File: config.mk
export PLATFORM = sky130hd
export DESIGN_NAME = het_timing_core
export DESIGN_NICKNAME = d
export VERILOG_FILES = /design/src/pkg/het_pkg.sv /design/src/design/het_edge_gen.sv /design/src/design/het_timing_core.sv
export SDC_FILE = /design/constraint.sdc
export NUM_CORES = 1
export LEC_CHECK = 0
export BUFFER_PORTS_ARGS = -buffer_cell sky130_fd_sc_hd__buf_2
export CORE_ASPECT_RATIO = 0.6
export CORE_MARGIN = 1.5
export CORE_UTILIZATION = 56
export CTS_CLUSTER_SIZE = 24
export DETAILED_ROUTE_END_ITERATION = 8
export GPL_ROUTABILITY_DRIVEN = 0
export GPL_TIMING_DRIVEN = 0
export HOLD_SLACK_MARGIN = 0.02
export MAX_ROUTING_LAYER = met4
export PLACE_DENSITY = 0.78
export SLEW_MARGIN = 25
export SYNTH_ARGS = -nofsm -noshare
export SYNTH_HDL_FRONTEND = slang
export SYNTH_HIERARCHICAL = 1
export SYNTH_SLANG_ARGS = --single-unit
export TNS_END_PERCENT = 30
File: constraint.sdc
create_clock -name CLOCK -period 4.5 [get_ports CLOCK]
set_input_delay 0.225 -clock CLOCK [delete_from_list [all_inputs] [get_ports CLOCK]]
set_output_delay 0.225 -clock CLOCK [all_outputs]
set_load 0.1 [all_outputs]
File: src/pkg/het_pkg.sv
// shared constants for the ccd high speed edge timing core
package het_pkg;
	// ---------------------------------------------------------------
	// timing core geometry
	// ---------------------------------------------------------------
	localparam int POS_W = 6;
	localparam logic [5:0] POS_LAST = 6'h3f;
	localparam logic [5:0] POS_FIRST = 6'h00;
	localparam int CNT_W = 13;
	localparam logic [12:0] CNT_MAX = 13'h1fff;
	localparam logic [12:0] CNT_ZERO = 13'h0000;
	localparam int N_EDGE = 5;
	localparam int N_DRV = 10;
	localparam int DRV_W = 3;
	localparam logic [2:0] DRV_OFF = 3'h0;
	localparam logic [2:0] DRV_TOP = 3'h4;
	localparam logic [5:0] INH_LO = 6'h32;
	localparam logic [5:0] INH_HI = 6'h3e;
	// ---------------------------------------------------------------
	// serial port: 8 bit address then 24 bit data, lsb first
	// ---------------------------------------------------------------
	localparam int ADDR_W = 8;
	localparam int DATA_W = 24;
	localparam int FRAME_W = 32;
	localparam logic [5:0] FRAME_BITS = 6'h20;
	// ---------------------------------------------------------------
	// register offsets
	// ---------------------------------------------------------------
	localparam logic [7:0] REG_CLK_HALVE = 8'h0d;
	localparam logic [7:0] REG_HCLK_CFG = 8'h23;
	localparam logic [7:0] REG_DRIVE_A = 8'h35;
	localparam logic [7:0] REG_DRIVE_B = 8'h36;
	localparam logic [7:0] REG_EDGE_BASE = 8'h30;
	localparam logic [7:0] REG_SAMPLE = 8'h37;
	localparam logic [7:0] REG_SYNC_CTRL = 8'h3a;
	localparam logic [7:0] REG_LINE_LEN = 8'h3b;
	localparam logic [7:0] REG_FIELD_LEN = 8'h3c;
	// ---------------------------------------------------------------
	// field positions
	// ---------------------------------------------------------------
	localparam int CFG_HI = 9;
	localparam int CFG_LO = 7;
	localparam int EDGE_RISE_LO = 0;
	localparam int EDGE_FALL_LO = 6;
	localparam int EDGE_POL_BIT = 12;
	localparam int SHP_LO = 0;
	localparam int SHD_LO = 6;
	localparam int SYNC_SLAVE_BIT = 0;
	localparam int SYNC_RETIME_BIT = 1;
	localparam int SYNC_MASKPOL_BIT = 2;
	localparam int DRV_A_COUNT = 8;
	// ---------------------------------------------------------------
	// edge channel indices and drive indices
	// ---------------------------------------------------------------
	localparam int CH_RG = 0;
	localparam int CH_H1 = 1;
	localparam int CH_H2 = 2;
	localparam int CH_HL = 3;
	localparam int CH_H5 = 4;
	localparam int DRV_RG = 0;
	localparam int DRV_HL = 1;
	localparam int DRV_H1 = 2;
	// ---------------------------------------------------------------
	// reset values
	// ---------------------------------------------------------------
	localparam logic [12:0] EDGE_RST = 13'h1400;
	localparam logic [11:0] SAMPLE_RST = 12'h800;
	localparam logic [2:0] DRV_RST = 3'h4;
	typedef enum logic [2:0] {
		HET_CFG_NONE = 3'b000,
		HET_CFG_COMP = 3'b001,
		HET_CFG_TWO = 3'b010,
		HET_CFG_FOUR = 3'b100
	} het_cfg_e;
endpackage

File: src/design/het_edge_gen.sv
// one programmable high speed clock: rise, fall and polarity within the pixel period
module het_edge_gen
	import het_pkg::*;
(
	input wire logic clk, // core clock
	input wire logic srst, // synchronous reset
	input wire logic ce, // clock enable
	input wire logic [POS_W-1:0] position, // current edge position
	input wire logic [POS_W-1:0] rise_pos, // position of the active edge
	input wire logic [POS_W-1:0] fall_pos, // position of the return edge
	input wire logic polarity, // 0 inverts
	output logic level // registered clock level
);
	logic active;

	// equal rise and fall means the clock never goes active
	always_comb begin
		if (rise_pos < fall_pos) begin
			active = (position >= rise_pos) && (position < fall_pos);
		end else if (rise_pos > fall_pos) begin
			active = (position >= rise_pos) || (position < fall_pos);
		end else begin
			active = 1'b0;
		end
	end

	always_ff @(posedge clk) begin
		if (srst) begin
			level <= 1'b0;
		end else if (ce) begin
			level <= polarity ? active : ~active;
		end
	end
endmodule

File: src/design/het_timing_core.sv
// high speed edge timing core: edge positions, clock mapping, drive codes, line and field counters
//
// Behaviour
// each reference period is split into 64 edge positions
// halving setting counts every second reference period
// crystal drive output is the inverse of the reference clock
// reset gate clock has programmed rise, fall and polarity
// separate 6-bit rise and fall for clocks one, two, last, reset gate
// every edge setting selects position 0 to 63
// polarity 0 inverts the clock, 1 passes it
// precharge and data strobes each come from a 6-bit location
// drive code 0 tri-states, 1 to 3 steps, 4 to 7 maximum
// configuration code sits in bits 9 to 7 of register 0x23
// code 001: odd clocks copy one, even clocks are its inverse
// code 010: odd clocks copy one, even clocks copy two
// code 100: 3 copies 1, 2 and 4 invert; 7 copies 5, 6 and 8 invert
// host never writes codes 000, 011, 101, 110, 111
// pixel and line counters are 13 bits, up to 8192
// master mode: sync pulse clears counters and restarts sync outputs
// slave mode: external vertical and horizontal syncs align the timing
// edge generation is the same in master and slave mode
// host keeps edges out of the inhibit regions
// precharge inhibit zone 50 to 62 matters only in slave mode
// zone applies to rise or fall of clock one by mask polarity
// retime bit 1 makes the data zone a precharge zone
// clock goes active at rise position, returns at fall position
module het_timing_core
	import het_pkg::*;
(
	input wire logic CLOCK, // 10 MHz core clock
	input wire logic SRST, // synchronous reset, active high
	input wire logic CE, // clock enable, freezes all state when low
	input wire logic REFERENCE_CLOCK_IN, // reference clock pin
	input wire logic SERIAL_CLOCK, // 3-wire serial clock pin
	input wire logic SERIAL_DATA, // 3-wire serial data pin
	input wire logic SERIAL_LOAD, // 3-wire load pin, low during a frame
	input wire logic EXT_SYNC_IN, // master mode resync pulse pin
	input wire logic VERTICAL_SYNC_IN, // slave mode vertical sync pin
	input wire logic HORIZONTAL_SYNC_IN, // slave mode horizontal sync pin
	output logic CRYSTAL_DRIVE_OUT, // inverse of reference clock
	output logic RESET_GATE_CLOCK, // reset gate clock
	output logic [7:0] HORIZ_CLOCK, // horizontal clocks, bit 0 is clock one
	output logic LAST_HORIZ_CLOCK, // last horizontal clock
	output logic PRECHARGE_SAMPLE_STROBE, // precharge sample strobe
	output logic DATA_SAMPLE_STROBE, // data sample strobe
	output logic [N_DRV-1:0] DRIVE_OE_N, // driver enable, low while driving
	output logic [N_DRV*DRV_W-1:0] DRIVE_STEP, // current steps 0 to 4 per driver
	output logic VERTICAL_SYNC_OUT, // master mode vertical sync
	output logic HORIZONTAL_SYNC_OUT, // master mode horizontal sync
	output logic [CNT_W-1:0] PIXEL_COUNT, // pixel counter
	output logic [CNT_W-1:0] LINE_COUNT, // line counter
	output logic INHIBIT_WARN // clock one edge lies in an active inhibit zone
);
	// ---------------------------------------------------------------
	// pin synchronisers
	// ---------------------------------------------------------------
	localparam int N_PIN = 7;
	// load idles high; resetting it low would show a false commit edge after reset
	localparam logic [N_PIN-1:0] PIN_IDLE = 7'h08;
	logic [N_PIN-1:0] pin_s1_reg;
	logic [N_PIN-1:0] pin_s2_reg;
	logic [N_PIN-1:0] pin_s3_reg;
	logic ref_s, sck_s, sdat_s, load_s, esync_s, vsync_s, hsync_s;
	logic ref_rise, sck_rise, load_rise, esync_rise, vsync_rise, hsync_rise;

	always_ff @(posedge CLOCK) begin
		if (SRST) begin
			pin_s1_reg <= PIN_IDLE;
			pin_s2_reg <= PIN_IDLE;
			pin_s3_reg <= PIN_IDLE;
		end else if (CE) begin
			pin_s1_reg <= {HORIZONTAL_SYNC_IN, VERTICAL_SYNC_IN, EXT_SYNC_IN, SERIAL_LOAD,
				SERIAL_DATA, SERIAL_CLOCK, REFERENCE_CLOCK_IN};
			pin_s2_reg <= pin_s1_reg;
			pin_s3_reg <= pin_s2_reg;
		end
	end

	assign {hsync_s, vsync_s, esync_s, load_s, sdat_s, sck_s, ref_s} = pin_s2_reg;
	assign ref_rise = ref_s & ~pin_s3_reg[0];
	assign sck_rise = sck_s & ~pin_s3_reg[1];
	assign load_rise = load_s & ~pin_s3_reg[3];
	assign esync_rise = esync_s & ~pin_s3_reg[4];
	assign vsync_rise = vsync_s & ~pin_s3_reg[5];
	assign hsync_rise = hsync_s & ~pin_s3_reg[6];

	// ---------------------------------------------------------------
	// serial register port (write only)
	// ---------------------------------------------------------------
	logic [FRAME_W-1:0] shift_reg;
	logic [5:0] bit_cnt_reg;
	logic wr_en;
	logic [ADDR_W-1:0] wr_addr;
	logic [DATA_W-1:0] wr_data;

	// a frame with fewer than 32 bits is dropped rather than half applied; a longer one writes its last 32 bits
	always_ff @(posedge CLOCK) begin
		if (SRST) begin
			shift_reg <= '0;
			bit_cnt_reg <= '0;
		end else if (CE) begin
			if (load_s) begin
				bit_cnt_reg <= '0;
			end else if (sck_rise) begin
				shift_reg <= {sdat_s, shift_reg[FRAME_W-1:1]};
				if (bit_cnt_reg != FRAME_BITS) begin
					bit_cnt_reg <= bit_cnt_reg + 6'h01;
				end
			end
		end
	end

	assign wr_en = CE && load_rise && (bit_cnt_reg == FRAME_BITS);
	assign wr_addr = shift_reg[ADDR_W-1:0];
	assign wr_data = shift_reg[FRAME_W-1:ADDR_W];

	// ---------------------------------------------------------------
	// register file
	// ---------------------------------------------------------------
	logic halve_reg;
	logic [2:0] hclk_cfg_reg;
	logic [DRV_W-1:0] drive_reg [N_DRV];
	logic [12:0] edge_reg [N_EDGE];
	logic [11:0] sample_reg;
	logic slave_reg, retime_reg, maskpol_reg;
	logic [CNT_W-1:0] line_len_reg;
	logic [CNT_W-1:0] field_len_reg;

	always_ff @(posedge CLOCK) begin
		if (SRST) begin
			halve_reg <= 1'b0;
			hclk_cfg_reg <= HET_CFG_COMP;
			sample_reg <= SAMPLE_RST;
			{maskpol_reg, retime_reg, slave_reg} <= 3'h0;
			line_len_reg <= CNT_MAX;
			field_len_reg <= CNT_MAX;
		end else if (wr_en) begin
			unique case (wr_addr)
				REG_CLK_HALVE: halve_reg <= wr_data[0];
				REG_HCLK_CFG: hclk_cfg_reg <= wr_data[CFG_HI:CFG_LO];
				REG_SAMPLE: sample_reg <= wr_data[11:0];
				REG_SYNC_CTRL: begin
					slave_reg <= wr_data[SYNC_SLAVE_BIT];
					retime_reg <= wr_data[SYNC_RETIME_BIT];
					maskpol_reg <= wr_data[SYNC_MASKPOL_BIT];
				end
				REG_LINE_LEN: line_len_reg <= wr_data[CNT_W-1:0];
				REG_FIELD_LEN: field_len_reg <= wr_data[CNT_W-1:0];
				default: ;
			endcase
		end
	end

	genvar gi;
	generate
		for (gi = 0; gi < N_EDGE; gi++) begin : g_edge_reg
			always_ff @(posedge CLOCK) begin
				if (SRST) begin
					edge_reg[gi] <= EDGE_RST;
				end else if (wr_en && wr_addr == REG_EDGE_BASE + ADDR_W'(gi)) begin
					edge_reg[gi] <= wr_data[12:0];
				end
			end
		end
		for (gi = 0; gi < N_DRV; gi++) begin : g_drive_reg
			localparam logic [7:0] DADDR = (gi < DRV_A_COUNT) ? REG_DRIVE_A : REG_DRIVE_B;
			localparam int DLO = (gi % DRV_A_COUNT) * DRV_W;
			always_ff @(posedge CLOCK) begin
				if (SRST) begin
					drive_reg[gi] <= DRV_RST;
				end else if (wr_en && wr_addr == DADDR) begin
					drive_reg[gi] <= wr_data[DLO +: DRV_W];
				end
			end
			// the pad offers at most four current steps
			always_ff @(posedge CLOCK) begin
				if (SRST) begin
					DRIVE_OE_N[gi] <= 1'b1;
					DRIVE_STEP[gi*DRV_W +: DRV_W] <= DRV_OFF;
				end else if (CE) begin
					DRIVE_OE_N[gi] <= (drive_reg[gi] == DRV_OFF);
					DRIVE_STEP[gi*DRV_W +: DRV_W] <= (drive_reg[gi] > DRV_TOP) ? DRV_TOP : drive_reg[gi];
				end
			end
			a_drive_off: assert property (@(posedge CLOCK) disable iff (SRST)
				CE && drive_reg[gi] == DRV_OFF |=> DRIVE_OE_N[gi] && DRIVE_STEP[gi*DRV_W +: DRV_W] == DRV_OFF)
				else $error("drive code 0 did not tri-state the driver");
		end
	endgenerate

	// ---------------------------------------------------------------
	// edge position counter
	// ---------------------------------------------------------------
	logic half_reg;
	logic period_start;
	logic [POS_W-1:0] pos_reg;

	// the position steps once per core clock, so the reference must be slow
	// enough for 64 core cycles per period to resolve every position
	assign period_start = ref_rise && (!halve_reg || half_reg);

	always_ff @(posedge CLOCK) begin
		if (SRST) begin
			half_reg <= 1'b0;
			pos_reg <= POS_FIRST;
		end else if (CE) begin
			if (ref_rise) begin
				half_reg <= ~half_reg;
			end
			if (period_start) begin
				pos_reg <= POS_FIRST;
			end else if (pos_reg != POS_LAST) begin
				pos_reg <= pos_reg + 6'h01;
			end
		end
	end

	a_pos_restart: assert property (@(posedge CLOCK) disable iff (SRST)
		CE && period_start |=> pos_reg == POS_FIRST)
		else $error("edge position did not restart at period start");
	a_pos_step: assert property (@(posedge CLOCK) disable iff (SRST)
		CE && !period_start && pos_reg != POS_LAST |=> pos_reg == $past(pos_reg) + 6'h01)
		else $error("edge position did not advance by one");
	a_halve_skip: assert property (@(posedge CLOCK) disable iff (SRST)
		CE && halve_reg && ref_rise && !half_reg |=> pos_reg != POS_FIRST)
		else $error("halving did not skip a reference period");

	// ---------------------------------------------------------------
	// programmable clocks (same path in master and slave mode)
	// ---------------------------------------------------------------
	logic [N_EDGE-1:0] clk_lvl;

	generate
		for (gi = 0; gi < N_EDGE; gi++) begin : g_edge
			het_edge_gen u_edge (
				.clk(CLOCK),
				.srst(SRST),
				.ce(CE),
				.position(pos_reg),
				.rise_pos(edge_reg[gi][EDGE_RISE_LO +: POS_W]),
				.fall_pos(edge_reg[gi][EDGE_FALL_LO +: POS_W]),
				.polarity(edge_reg[gi][EDGE_POL_BIT]),
				.level(clk_lvl[gi])
			);
		end
	endgenerate

	// ---------------------------------------------------------------
	// output mapping; strobes delayed one stage to line up with the clocks
	// ---------------------------------------------------------------
	logic [7:0] hmap;
	logic shp_hit_reg, shd_hit_reg;
	logic c1, c2, c5;

	assign c1 = clk_lvl[CH_H1];
	assign c2 = clk_lvl[CH_H2];
	assign c5 = clk_lvl[CH_H5];

	// illegal codes park all eight HORIZ_CLOCK bits low
	always_comb begin
		unique case (hclk_cfg_reg)
			HET_CFG_COMP: hmap = {~c1, c1, ~c1, c1, ~c1, c1, ~c1, c1};
			HET_CFG_TWO: hmap = {c2, c1, c2, c1, c2, c1, c2, c1};
			HET_CFG_FOUR: hmap = {~c5, c5, ~c5, c5, ~c1, c1, ~c1, c1};
			default: hmap = 8'h00;
		endcase
	end

	always_ff @(posedge CLOCK) begin
		if (SRST) begin
			shp_hit_reg <= 1'b0;
			shd_hit_reg <= 1'b0;
			HORIZ_CLOCK <= 8'h00;
			RESET_GATE_CLOCK <= 1'b0;
			LAST_HORIZ_CLOCK <= 1'b0;
			PRECHARGE_SAMPLE_STROBE <= 1'b0;
			DATA_SAMPLE_STROBE <= 1'b0;
			CRYSTAL_DRIVE_OUT <= 1'b1;
		end else if (CE) begin
			shp_hit_reg <= (pos_reg == sample_reg[SHP_LO +: POS_W]);
			shd_hit_reg <= (pos_reg == sample_reg[SHD_LO +: POS_W]);
			HORIZ_CLOCK <= hmap;
			RESET_GATE_CLOCK <= clk_lvl[CH_RG];
			LAST_HORIZ_CLOCK <= clk_lvl[CH_HL];
			PRECHARGE_SAMPLE_STROBE <= shp_hit_reg;
			DATA_SAMPLE_STROBE <= shd_hit_reg;
			CRYSTAL_DRIVE_OUT <= ~ref_s;
		end
	end

	a_xtal_inverse: assert property (@(posedge CLOCK) disable iff (SRST)
		CE |=> CRYSTAL_DRIVE_OUT == !$past(ref_s))
		else $error("crystal drive is not the inverse of the reference");
	a_comp_mode: assert property (@(posedge CLOCK) disable iff (SRST)
		CE && hclk_cfg_reg == HET_CFG_COMP |=> HORIZ_CLOCK[2] == HORIZ_CLOCK[0]
		&& HORIZ_CLOCK[7] == !HORIZ_CLOCK[6] && HORIZ_CLOCK[1] == !HORIZ_CLOCK[0])
		else $error("code 001 mapping wrong");
	a_two_mode: assert property (@(posedge CLOCK) disable iff (SRST)
		CE && hclk_cfg_reg == HET_CFG_TWO |=> HORIZ_CLOCK[7] == $past(c2) && HORIZ_CLOCK[4] == $past(c1))
		else $error("code 010 mapping wrong");
	a_four_mode: assert property (@(posedge CLOCK) disable iff (SRST)
		CE && hclk_cfg_reg == HET_CFG_FOUR |=> HORIZ_CLOCK[6] == $past(c5)
		&& HORIZ_CLOCK[3] == !$past(c1) && HORIZ_CLOCK[7] == !$past(c5))
		else $error("code 100 mapping wrong");
	a_shp_strobe: assert property (@(posedge CLOCK) disable iff (SRST)
		CE && pos_reg == sample_reg[SHP_LO +: POS_W] ##1 CE |=> PRECHARGE_SAMPLE_STROBE)
		else $error("precharge strobe missed its location");

	// ---------------------------------------------------------------
	// inhibit zone warning
	// ---------------------------------------------------------------
	logic [POS_W-1:0] h1_edge, shp_dist, shd_dist;
	logic shp_in, shd_in;

	assign h1_edge = maskpol_reg ? edge_reg[CH_H1][EDGE_FALL_LO +: POS_W]
		: edge_reg[CH_H1][EDGE_RISE_LO +: POS_W];
	assign shp_dist = h1_edge - sample_reg[SHP_LO +: POS_W];
	assign shd_dist = h1_edge - sample_reg[SHD_LO +: POS_W];
	assign shp_in = (shp_dist >= INH_LO) && (shp_dist <= INH_HI);
	assign shd_in = (shd_dist >= INH_LO) && (shd_dist <= INH_HI);

	// a warning only; the host still owns keeping edges out of these zones
	always_ff @(posedge CLOCK) begin
		if (SRST) begin
			INHIBIT_WARN <= 1'b0;
		end else if (CE) begin
			INHIBIT_WARN <= slave_reg && (shp_in || (retime_reg && shd_in));
		end
	end

	// ---------------------------------------------------------------
	// pixel and line counters, sync generation
	// ---------------------------------------------------------------
	logic line_restart, field_restart;
	logic line_end, field_end;

	assign line_restart = slave_reg ? hsync_rise : esync_rise;
	assign field_restart = slave_reg ? vsync_rise : esync_rise;
	assign line_end = (PIXEL_COUNT == line_len_reg);
	assign field_end = (LINE_COUNT == field_len_reg);

	always_ff @(posedge CLOCK) begin
		if (SRST) begin
			PIXEL_COUNT <= CNT_ZERO;
			LINE_COUNT <= CNT_ZERO;
		end else if (CE) begin
			if (line_restart) begin
				PIXEL_COUNT <= CNT_ZERO;
			end else if (period_start) begin
				PIXEL_COUNT <= line_end ? CNT_ZERO : PIXEL_COUNT + 13'h0001;
			end
			if (field_restart) begin
				LINE_COUNT <= CNT_ZERO;
			end else if ((slave_reg && hsync_rise) || (!slave_reg && period_start && line_end)) begin
				LINE_COUNT <= field_end ? CNT_ZERO : LINE_COUNT + 13'h0001;
			end
		end
	end

	always_ff @(posedge CLOCK) begin
		if (SRST) begin
			HORIZONTAL_SYNC_OUT <= 1'b0;
			VERTICAL_SYNC_OUT <= 1'b0;
		end else if (CE) begin
			HORIZONTAL_SYNC_OUT <= !slave_reg && PIXEL_COUNT == CNT_ZERO;
			VERTICAL_SYNC_OUT <= !slave_reg && LINE_COUNT == CNT_ZERO;
		end
	end

	a_master_resync: assert property (@(posedge CLOCK) disable iff (SRST)
		CE && !slave_reg && esync_rise |=> PIXEL_COUNT == CNT_ZERO && LINE_COUNT == CNT_ZERO)
		else $error("master resync did not clear the pixel counter");
	a_slave_line: assert property (@(posedge CLOCK) disable iff (SRST)
		CE && slave_reg && hsync_rise |=> PIXEL_COUNT == CNT_ZERO)
		else $error("slave horizontal sync did not align the pixel counter");
endmodule

# Word level (Yosys, flattened, before mapping)
# Memories as Yosys holds them, arrays and structs flattened.
# Cells that the tools add are included.
totals:
  reg_bits: 200
  ramBits: 95
  input_bits: 10
  output_inout_bits: 82
  word_cells: 296
  mem_count: 2
classes:
  addsub: 6
  order_cmp: 34
  eq_ne: 23
  n_mux: 78
  bitwise_logic: 37
  n_reduce_logical: 63
memory_table:
  columns: ["name", "depth", "word_bits", "read_ports", "rd_ports_with_merged_regs", "wr", "line", "text"]
  rows:
  - ["edge_reg", 5, 13, 5, 0, 5, "het_timing_core.sv:123", "logic [12:0] edge_reg [N_EDGE];"]
  - ["drive_reg", 10, 3, 10, 0, 10, "het_timing_core.sv:122", "logic [DRV_W-1:0] drive_reg [N_DRV];"]
ops:
  columns: ["op", "count"]
  rows:
  - ["$mux 13", 11]
  - ["$eq 8x6->1 const B", 12]
  - ["$lt 6x6->1", 10]
  - ["$mux 3", 20]
  - ["$mux 1", 40]
  - ["$mux 6", 6]
  - ["$ge 6x6->1", 5]
  - ["$gt 3x3->1 const B", 10]
  - ["$gt 6x6->1", 5]
  - ["$logic_not 3->1", 10]
  - ["$add 13x1->13 const B", 2]
  - ["$eq 13x13->1", 2]
  - ["$logic_not 13->1", 2]
  - ["$logic_and 1x1->1", 24]
  - ["$pmux 8 s3", 1]
  - ["$reduce_and 2->1", 10]
  - ["$not 1->1", 16]
  - ["$or 1x1->1", 15]
  - ["$add 6x1->6 const B", 2]
  - ["$eq 6x6->1", 2]
  - ["$ge 6x6->1 const B", 2]
  - ["$le 6x6->1 const B", 2]
  - ["$ne 6x6->1 const B", 2]
  - ["$sub 6x6->6", 2]
  - ["other kinds (10)", 28]

# Logic depth before layout (Yosys ltp)
# Gate-level depths: netlist of run 1.
logic_depth:
  depth_word: 9
  depth_mapped: 11
  ltp_nobuf: 10

# Hierarchy
# The synthesis of run 1 kept the hierarchy.
modules_own_cells:
  columns: ["mod", "instances", "cells_per_inst", "area_per_inst_um2", "seq_area_each_um2"]
  rows:
  - ["het_timing_core", 1, 1275, 12343.1, 6656.4]
  - ["het_edge_gen", 5, 60, 462.9, 20.0]

# Least setup slack after synthesis of run 1
# Ideal clock, no wire load.
synth_path:
  kind: "flip-flop to flip-flop"
  start: "reg bit_cnt_reg[0]"
  end: "mem drive_reg[0][0], enable pin"
  setup_time_ns: 0.438
  arrival_ns: 3.034
  setup_slack_ns: 1.028
  stages_incl_launch_ff: 7
  path_buffers: 0
  synth_period_minus_slack_ns: 3.472
  cell_sequence: "dfxtp_1 -> inv_1 -> ha_1 -> nor4b_2 -> nor4b_4 -> nand3b_1 -> o21ai_0"
synth_rtl:
  columns: ["element", "line", "text"]
  rows:
  - ["start, declared", "het_timing_core.sv:91", "logic [5:0] bit_cnt_reg;"]
  - ["start signal, assigned", "het_timing_core.sv:107", "bit_cnt_reg <= bit_cnt_reg + 6'h01;"]
  - ["end, declared", "het_timing_core.sv:122", null]

==> results of run 1 <==
==> cells by family (layout without fill, tap and decap cells) <==
group / after synthesis / in the layout / share of synthesized area (%)
AND/OR/NAND/NOR: 612 / 612 / 21.2
flip-flops: 290 / 290 / 46.1
AO/OA/AOI/OAI: 263 / 263 / 10.7
buffers and inverters: 179 / 328 / 4.87
adder cells (fa/ha/maj): 104 / 104 / 8.98
XOR/XNOR: 64 / 64 / 3.82
multiplexers: 63 / 63 / 4.34
other: 0 / 1 / 0
==> cells in the final DEF (no fill, tap or decap), drive strengths merged, types with 10 or more instances in the layout <==
cell / Yosys / layout
a21oi: 152 / 152
nor3b: 15 / 15
xor2: 24 / 24
nand2: 198 / 198
nand3: 31 / 31
o21ai: 38 / 38
xnor2: 40 / 40
inv: 87 / 90
clkbuf: 73 / 106
dfxtp: 195 / 195
and2: 75 / 75
edfxtp: 95 / 95
nand2b: 30 / 30
buf: 19 / 112
o31ai: 10 / 10
o41ai: 10 / 10
o221ai: 11 / 11
o221a: 11 / 11
nor3: 33 / 33
nor2: 128 / 128
mux2i: 58 / 58
nor2b: 10 / 10
nand4: 43 / 43
ha: 102 / 102
==> worst max-delay path: stages, from the launching register on <==
cell and delay [ns]:
dfxtp_1 0.37, inv_1 0.09, ha_1 0.15, nor4b_2 0.34, nor4b_4 0.38, nand3b_1 0.37, nor3_1 0.96, clkbuf_1 0.47
nand2b_1 0.11
==> power breakdown <==
part	total (mW)	switching [mW]	internal, mW	leakage, nW
clock	2.46	1.03	1.43	0.469
combinational	0.633	0.461	0.172	3.71
sequential	2.85	0.0725	2.78	2.50
total	5.95	1.57	4.38	6.68
==> cell type report <==
type	count	area [um2]	share of cell area (%)
clock buffer	33	792	4.76
tap	352	440	2.64
antenna	1	2.50	0.0150
buffer	92	389	2.34
multi-input combinational	1106	7220	43.3
inverter	87	327	1.96
sequential	290	6760	40.6
clock inverter	16	168	1.01
timing repair buffer	100	561	3.37
==> path summary, 6_finish.rpt <==
check / from / cells past startpoint / endpoint / slack, ns
worst max register to register: bit_cnt_reg[0] / 8 / drive_reg[1][2] / 0.99
worst max-delay path: bit_cnt_reg[0] / 8 / drive_reg[1][2] / 0.99
worst min register to register: shift_reg[14] / 2 / sample_reg[6] / 0.47
worst min-delay path: SRST / 3 / g_edge[3].u_edge/level / 0.20
==> through the flow <==
stage / instances / setup TNS, ns / total power, mW / instance area, um2 / hold WS [ns]
floorplan: 1575 / 0 / 3.36 / 14700 / 0.353
global placement: 2018 / -1.75 / 3.49 / 15600 / 0.448
detailed placement: 2020 / 0 / 3.52 / 15600 / 0.451
CTS: 2076 / 0 / 5.94 / 16600 / 0.174
global route: 2077 / 0 / 6.11 / 16700 / 0.202
finish: 2077 / 0 / 5.95 / 16700 / 0.196
==> metal layers <==
metal	routed length [um]	vias to the layer above	share of wire, %	track usage (%)
li1	-	5729	-	-
met1	18600	5912	45	44.4
met2	17700	703	42	46.6
met3	4450	85	11	6.74
met4	860	0	2.1	7.18
met5	0	-	0	-
==> results.txt, run 1 <==
----------------------------------------------------
[Placement]
  Placement-stage worst setup slack ... 1.18 ns
  Detailed placer's ending HPWL ... 29,400 um
  Port Buffer Count ... 91

[Detailed routing]
  Number of remaining DRC errors ... 0
  Wire length after detailed routing ... 41,600 um
  First-pass detailed-route iteration total ... 5
  Post-detailed-route count of antenna-violating nets ... 0
  Via-per-instance ratio ... 5.98
  Drt first-iter violations ... 1,541
  Detailed-route wire length per cell ... 20.0 um
  Total vias in the final route ... 12,400

[CTS]
  Clock sink count ... 290
  # resized after CTS ... 0
  Insertion delay to the later sink of the worst-skew pair ... 0.55 ns
  # hold bufs at CTS ... 7
  Clock buffers created by TritonCTS ... 27
  Clock edge transition at the registers on the reported setup and hold paths ... 0.07 ns
  CTS tree ... built
  Setup Fix Bufs, Post-CTS ... 0
  CTS root buf ... clkbuf_16
  CTS max path bufs ... 3
  Number of H-tree levels ... 1

[Timing]
  Maximum clock frequency ... 285 MHz
  Skew final ... 0.0101 ns
  Worst-margin pin slew ... 1.11 ns
  RSZ-0062 raised after global routing ... false
  Minimum setup slack in the final design ... 0.990 ns
  Worst rel slew slack ... 25.3%
  Post-route minimum period ... 3.51 ns
  Final critical-path share of the clock period ... 78.0%
  Final Hold Vio Count ... 0
  Final Max Tran Viols ... 0
  Total setup violations reported at the end of the flow ... 0

[Synthesis]
  Number of nets in the synthesized netlist ... 1,689
  Most used standard cell by instance count after synthesis ... nand2_1
  Mapped cell area ... 14,700 um2
  Ys async rst share ... 0%
  Register bit total from synthesis ... 290
  Synth Flop Type ... dfxtp_1
  Number of flops mapped to enable cells by yosys ... 95
  Warnings from Yosys ... 6
  Post-synthesis instance total ... 1,575
  Area share of the leading cell type in the synthesized netlist ... 26.6%
  Per-instance average area after synthesis ... 9.31 um2
  Post-synth top cells ... nand2_1 (198), dfxtp_1 (195), a21oi_1 (152), nor2_1 (126), ha_1 (102)
  Count of distinct cell types in the synthesized netlist ... 65
  Largest area contributor in the netlist ... dfxtp_1
  Area contributors post-synth ... dfxtp_1 (27%), edfxtp_1 (19%), ha_1 (8.7%), a21oi_1 (5.2%), nand2_1 (5.1%)
  Sequential cell area fraction in the yosys report ... 46.1%

[Worst setup path]
  Worst-path fanout max ... 10
  Worst Setup Path Type ... reg2reg
  Type of origin of the critical path ... register
  Signal arrival time at the worst endpoint ... 3.79 ns
  Endpoint required time on the critical path ... 4.78 ns
  Element type at the critical path end ... register

[Die]
  Row count ... 45
  Die Outline Area ... 27,200 um2
  Core footprint ... 25,500 um2
  Vertical die dimension ... 128 um
  Count of pins on the block boundary ... 92
  Starting density of the core ... 57.5%
  Die Span X ... 212 um

[Final layout]
  Fill cell instance count of the final layout ... 2,031
  Share of cells above drive strength 1 ... 11.4%
  Synthesis-to-layout area growth ... 13.6%
  Post-route core utilization ... 65.3%
  Net count reported at finish ... 1,818
  Flip-flop count of the largest register after layout ... 65

[Global routing]
  Initial antenna violation count ... 1
  Largest net degree at the start of global routing ... 19
  Overall overflow remaining after global route ... 0
  Via count of the first global-routing pass ... 11,700
  All-Layer GR Usage ... 31.6%
  First-pass GRT wire length ... 64,100 um

[Flow run]
  Number of max-cap violations ... 0

[Pwr]
  Pwr Density ... 357 nW/um2
  Worst ir drop on vdd ... 0.253 mV
  Leakage ... 6.68 nW

[Outcome]
  Status ... completed

[Min path]
  Path class of the lowest-slack min-delay path ... in2reg

----------------------------------------------------
No activity file was read; power rests on OpenSTA's default activity.
==> run 2: changes to the inputs <==
Clock period 4.5 ns to 3.3 ns, I/O delays scaled along.
==> run 2 against run 1 <==
- wire length down 2.7%
- setup slack got worse by 0.89 ns
- combinational power increased by 36%
- via count shrank 1.9%
- utilization shrank 0.26 points
- cell count unchanged
- critical path type unchanged
- highest routed layer unchanged
==> results.txt, run 2 (synthesis gave the netlist of run 1 again) <==
----------------------------------------------------
[CTS]
  Number of H-tree levels ... 1
  Clock edge transition at the registers on the reported setup and hold paths ... 0.07 ns
  CTS max path bufs ... 3
  Clock buffers created by TritonCTS ... 27
  CTS tree ... built
  Clock sink count ... 290
  CTS root buf ... clkbuf_16
  Insertion delay to the later sink of the worst-skew pair ... 0.56 ns
  Setup Fix Bufs, Post-CTS ... 0

[Timing]
  Final Hold Vio Count ... 0
  Final critical-path share of the clock period ... 96.9%
  Worst rel slew slack ... 26.1%
  Total setup violations reported at the end of the flow ... 0
  RSZ-0062 raised after global routing ... true
  Setup_tns ... 0 ns
  Maximum clock frequency ... 313 MHz
  Worst-margin pin slew ... 1.11 ns
  Skew final ... 0.00916 ns
  Final Max Tran Viols ... 0
  Post-route minimum period ... 3.20 ns

[Global routing]
  Largest net degree at the start of global routing ... 22
  Via count of the first global-routing pass ... 11,600
  First-pass GRT wire length ... 62,600 um
  Initial antenna violation count ... 1
  Overall overflow remaining after global route ... 0
  All-Layer GR Usage ... 30.8%

[Worst setup path]
  Signal arrival time at the worst endpoint ... 3.38 ns
  Type of origin of the critical path ... register
  Worst path slowest cell ... o21ai_2
  Endpoint required time on the critical path ... 3.49 ns
  Worst-path fanout max ... 13
  Worst Path Buf+Inv ... 3
  Element type at the critical path end ... register
  Cell family with the largest share of critical-path delay ... simple AND/OR/NAND/NOR gates
  Worst Setup Path Type ... reg2reg
  Largest incremental delay on the critical path ... 0.65 ns
  List of cells traversed by the critical path ... inv_1, ha_1, nor4b_2, nor4b_4, or3b_1, buf_6, clkbuf_1, o21ai_2

[Placement]
  Detailed placer's ending HPWL ... 28,500 um
  Port Buffer Count ... 91
  Placed inst area ... 15,600 um2

[Final layout]
  Post-route core utilization ... 65.0%
  Fin area ... 16,600 um2
  Flip-flop count of the largest register after layout ... 65
  Share of cells above drive strength 1 ... 11.4%
  Synthesis-to-layout area growth ... 13.2%
  Leading cell type in the layout, fill and taps excluded ... nand2_1
  Total area of sequential cells ... 6760 um2
  Most frequent cells in the layout ... nand2_1 (198), dfxtp_1 (195), a21oi_1 (152)
  Net count reported at finish ... 1,817
  Fill cell instance count of the final layout ... 2,041
  Combined area of the multi-input logic cells ... 7230 um2

[Pwr]
  Worst ir drop on vdd ... 0.378 mV
  Leakage ... 6.65 nW
  Pwr Density ... 479 nW/um2

[Min path]
  Path class of the lowest-slack min-delay path ... in2reg

[Die]
  Core footprint ... 25,500 um2
  Vertical die dimension ... 128 um
  Starting density of the core ... 57.5%
  Die Outline Area ... 27,200 um2
  Count of pins on the block boundary ... 92
  Die Span X ... 212 um
  Row count ... 45

[Detailed routing]
  Number of remaining DRC errors ... 0
  Via-per-instance ratio ... 5.87
  Wire length after detailed routing ... 40,400 um
  Total vias in the final route ... 12,200
  Post-detailed-route count of antenna-violating nets ... 0
  First-pass detailed-route iteration total ... 7
  Detailed-route wire length per cell ... 19.5 um
  Drt first-iter violations ... 1,437

[Flow run]
  Number of max-cap violations ... 0

[Outcome]
  Status ... completed

----------------------------------------------------
## run 2: stage by stage
step                worst slack (ns)  std cells  power (mW)  hold slack [ns]
floorplan                      0.135       1575        4.58            0.293
global placement              -0.554       2018        4.76            0.399
detailed placement           -0.0282       2019        4.80            0.415
CTS                          0.00392       2076        7.93            0.102
global route                  -0.130       2077        8.17            0.116
finish                         0.101       2077        7.95            0.111
## run 2: report_power, final
part	switching (mW)	internal, mW	total [mW]
clock	1.43	1.77	3.20
sequential	0.0951	3.79	3.89
combinational	0.625	0.234	0.859
## run 2: layout make-up
| type | instances | area share, % |
|---|---|---|
| antenna | 1 | 0.0151 |
| buffer | 92 | 2.35 |
| clock buffer | 32 | 4.25 |
| clock inverter | 18 | 1.08 |
| inverter | 87 | 1.97 |
| multi-input combinational | 1106 | 43.6 |
| sequential | 290 | 40.7 |
| tap | 352 | 2.66 |
| timing repair buffer | 99 | 3.33 |
## run 2: worst paths after layout
path / depth (start not counted) / endpoint / startpoint / slack (ns)
worst max register to register: 8 / edge_reg[4][8] / bit_cnt_reg[0] / 0.10
worst min register to register: 2 / VERTICAL_SYNC_OUT / VERTICAL_SYNC_OUT / 0.46
worst max-delay path: 8 / edge_reg[4][8] / bit_cnt_reg[0] / 0.10
worst min-delay path: 3 / g_edge[1].u_edge/level / SRST / 0.11
## run 2: repair_timing
item	CTS	global route
hold buffers	7	0
cloned	0	0
setup endpoints to repair	10	27
resized for setup	1	3
endpoints found under the hold margin	7	0
## run 2: worst min-delay path, delay by kind of cell
family / cells / cell delay [ns]
AND/OR/NAND/NOR: 1 / 0.05
buffers and inverters: 1 / 0.24
AO/OA/AOI/OAI: 1 / 0.17
## run 2: per-layer routing
metal | GRT usage, % | share of wire, %
met1 | 44.3 | 45
met2 | 42.3 | 41
met3 | 7.96 | 12
met4 | 8.57 | 2.3
met5 | - | 0
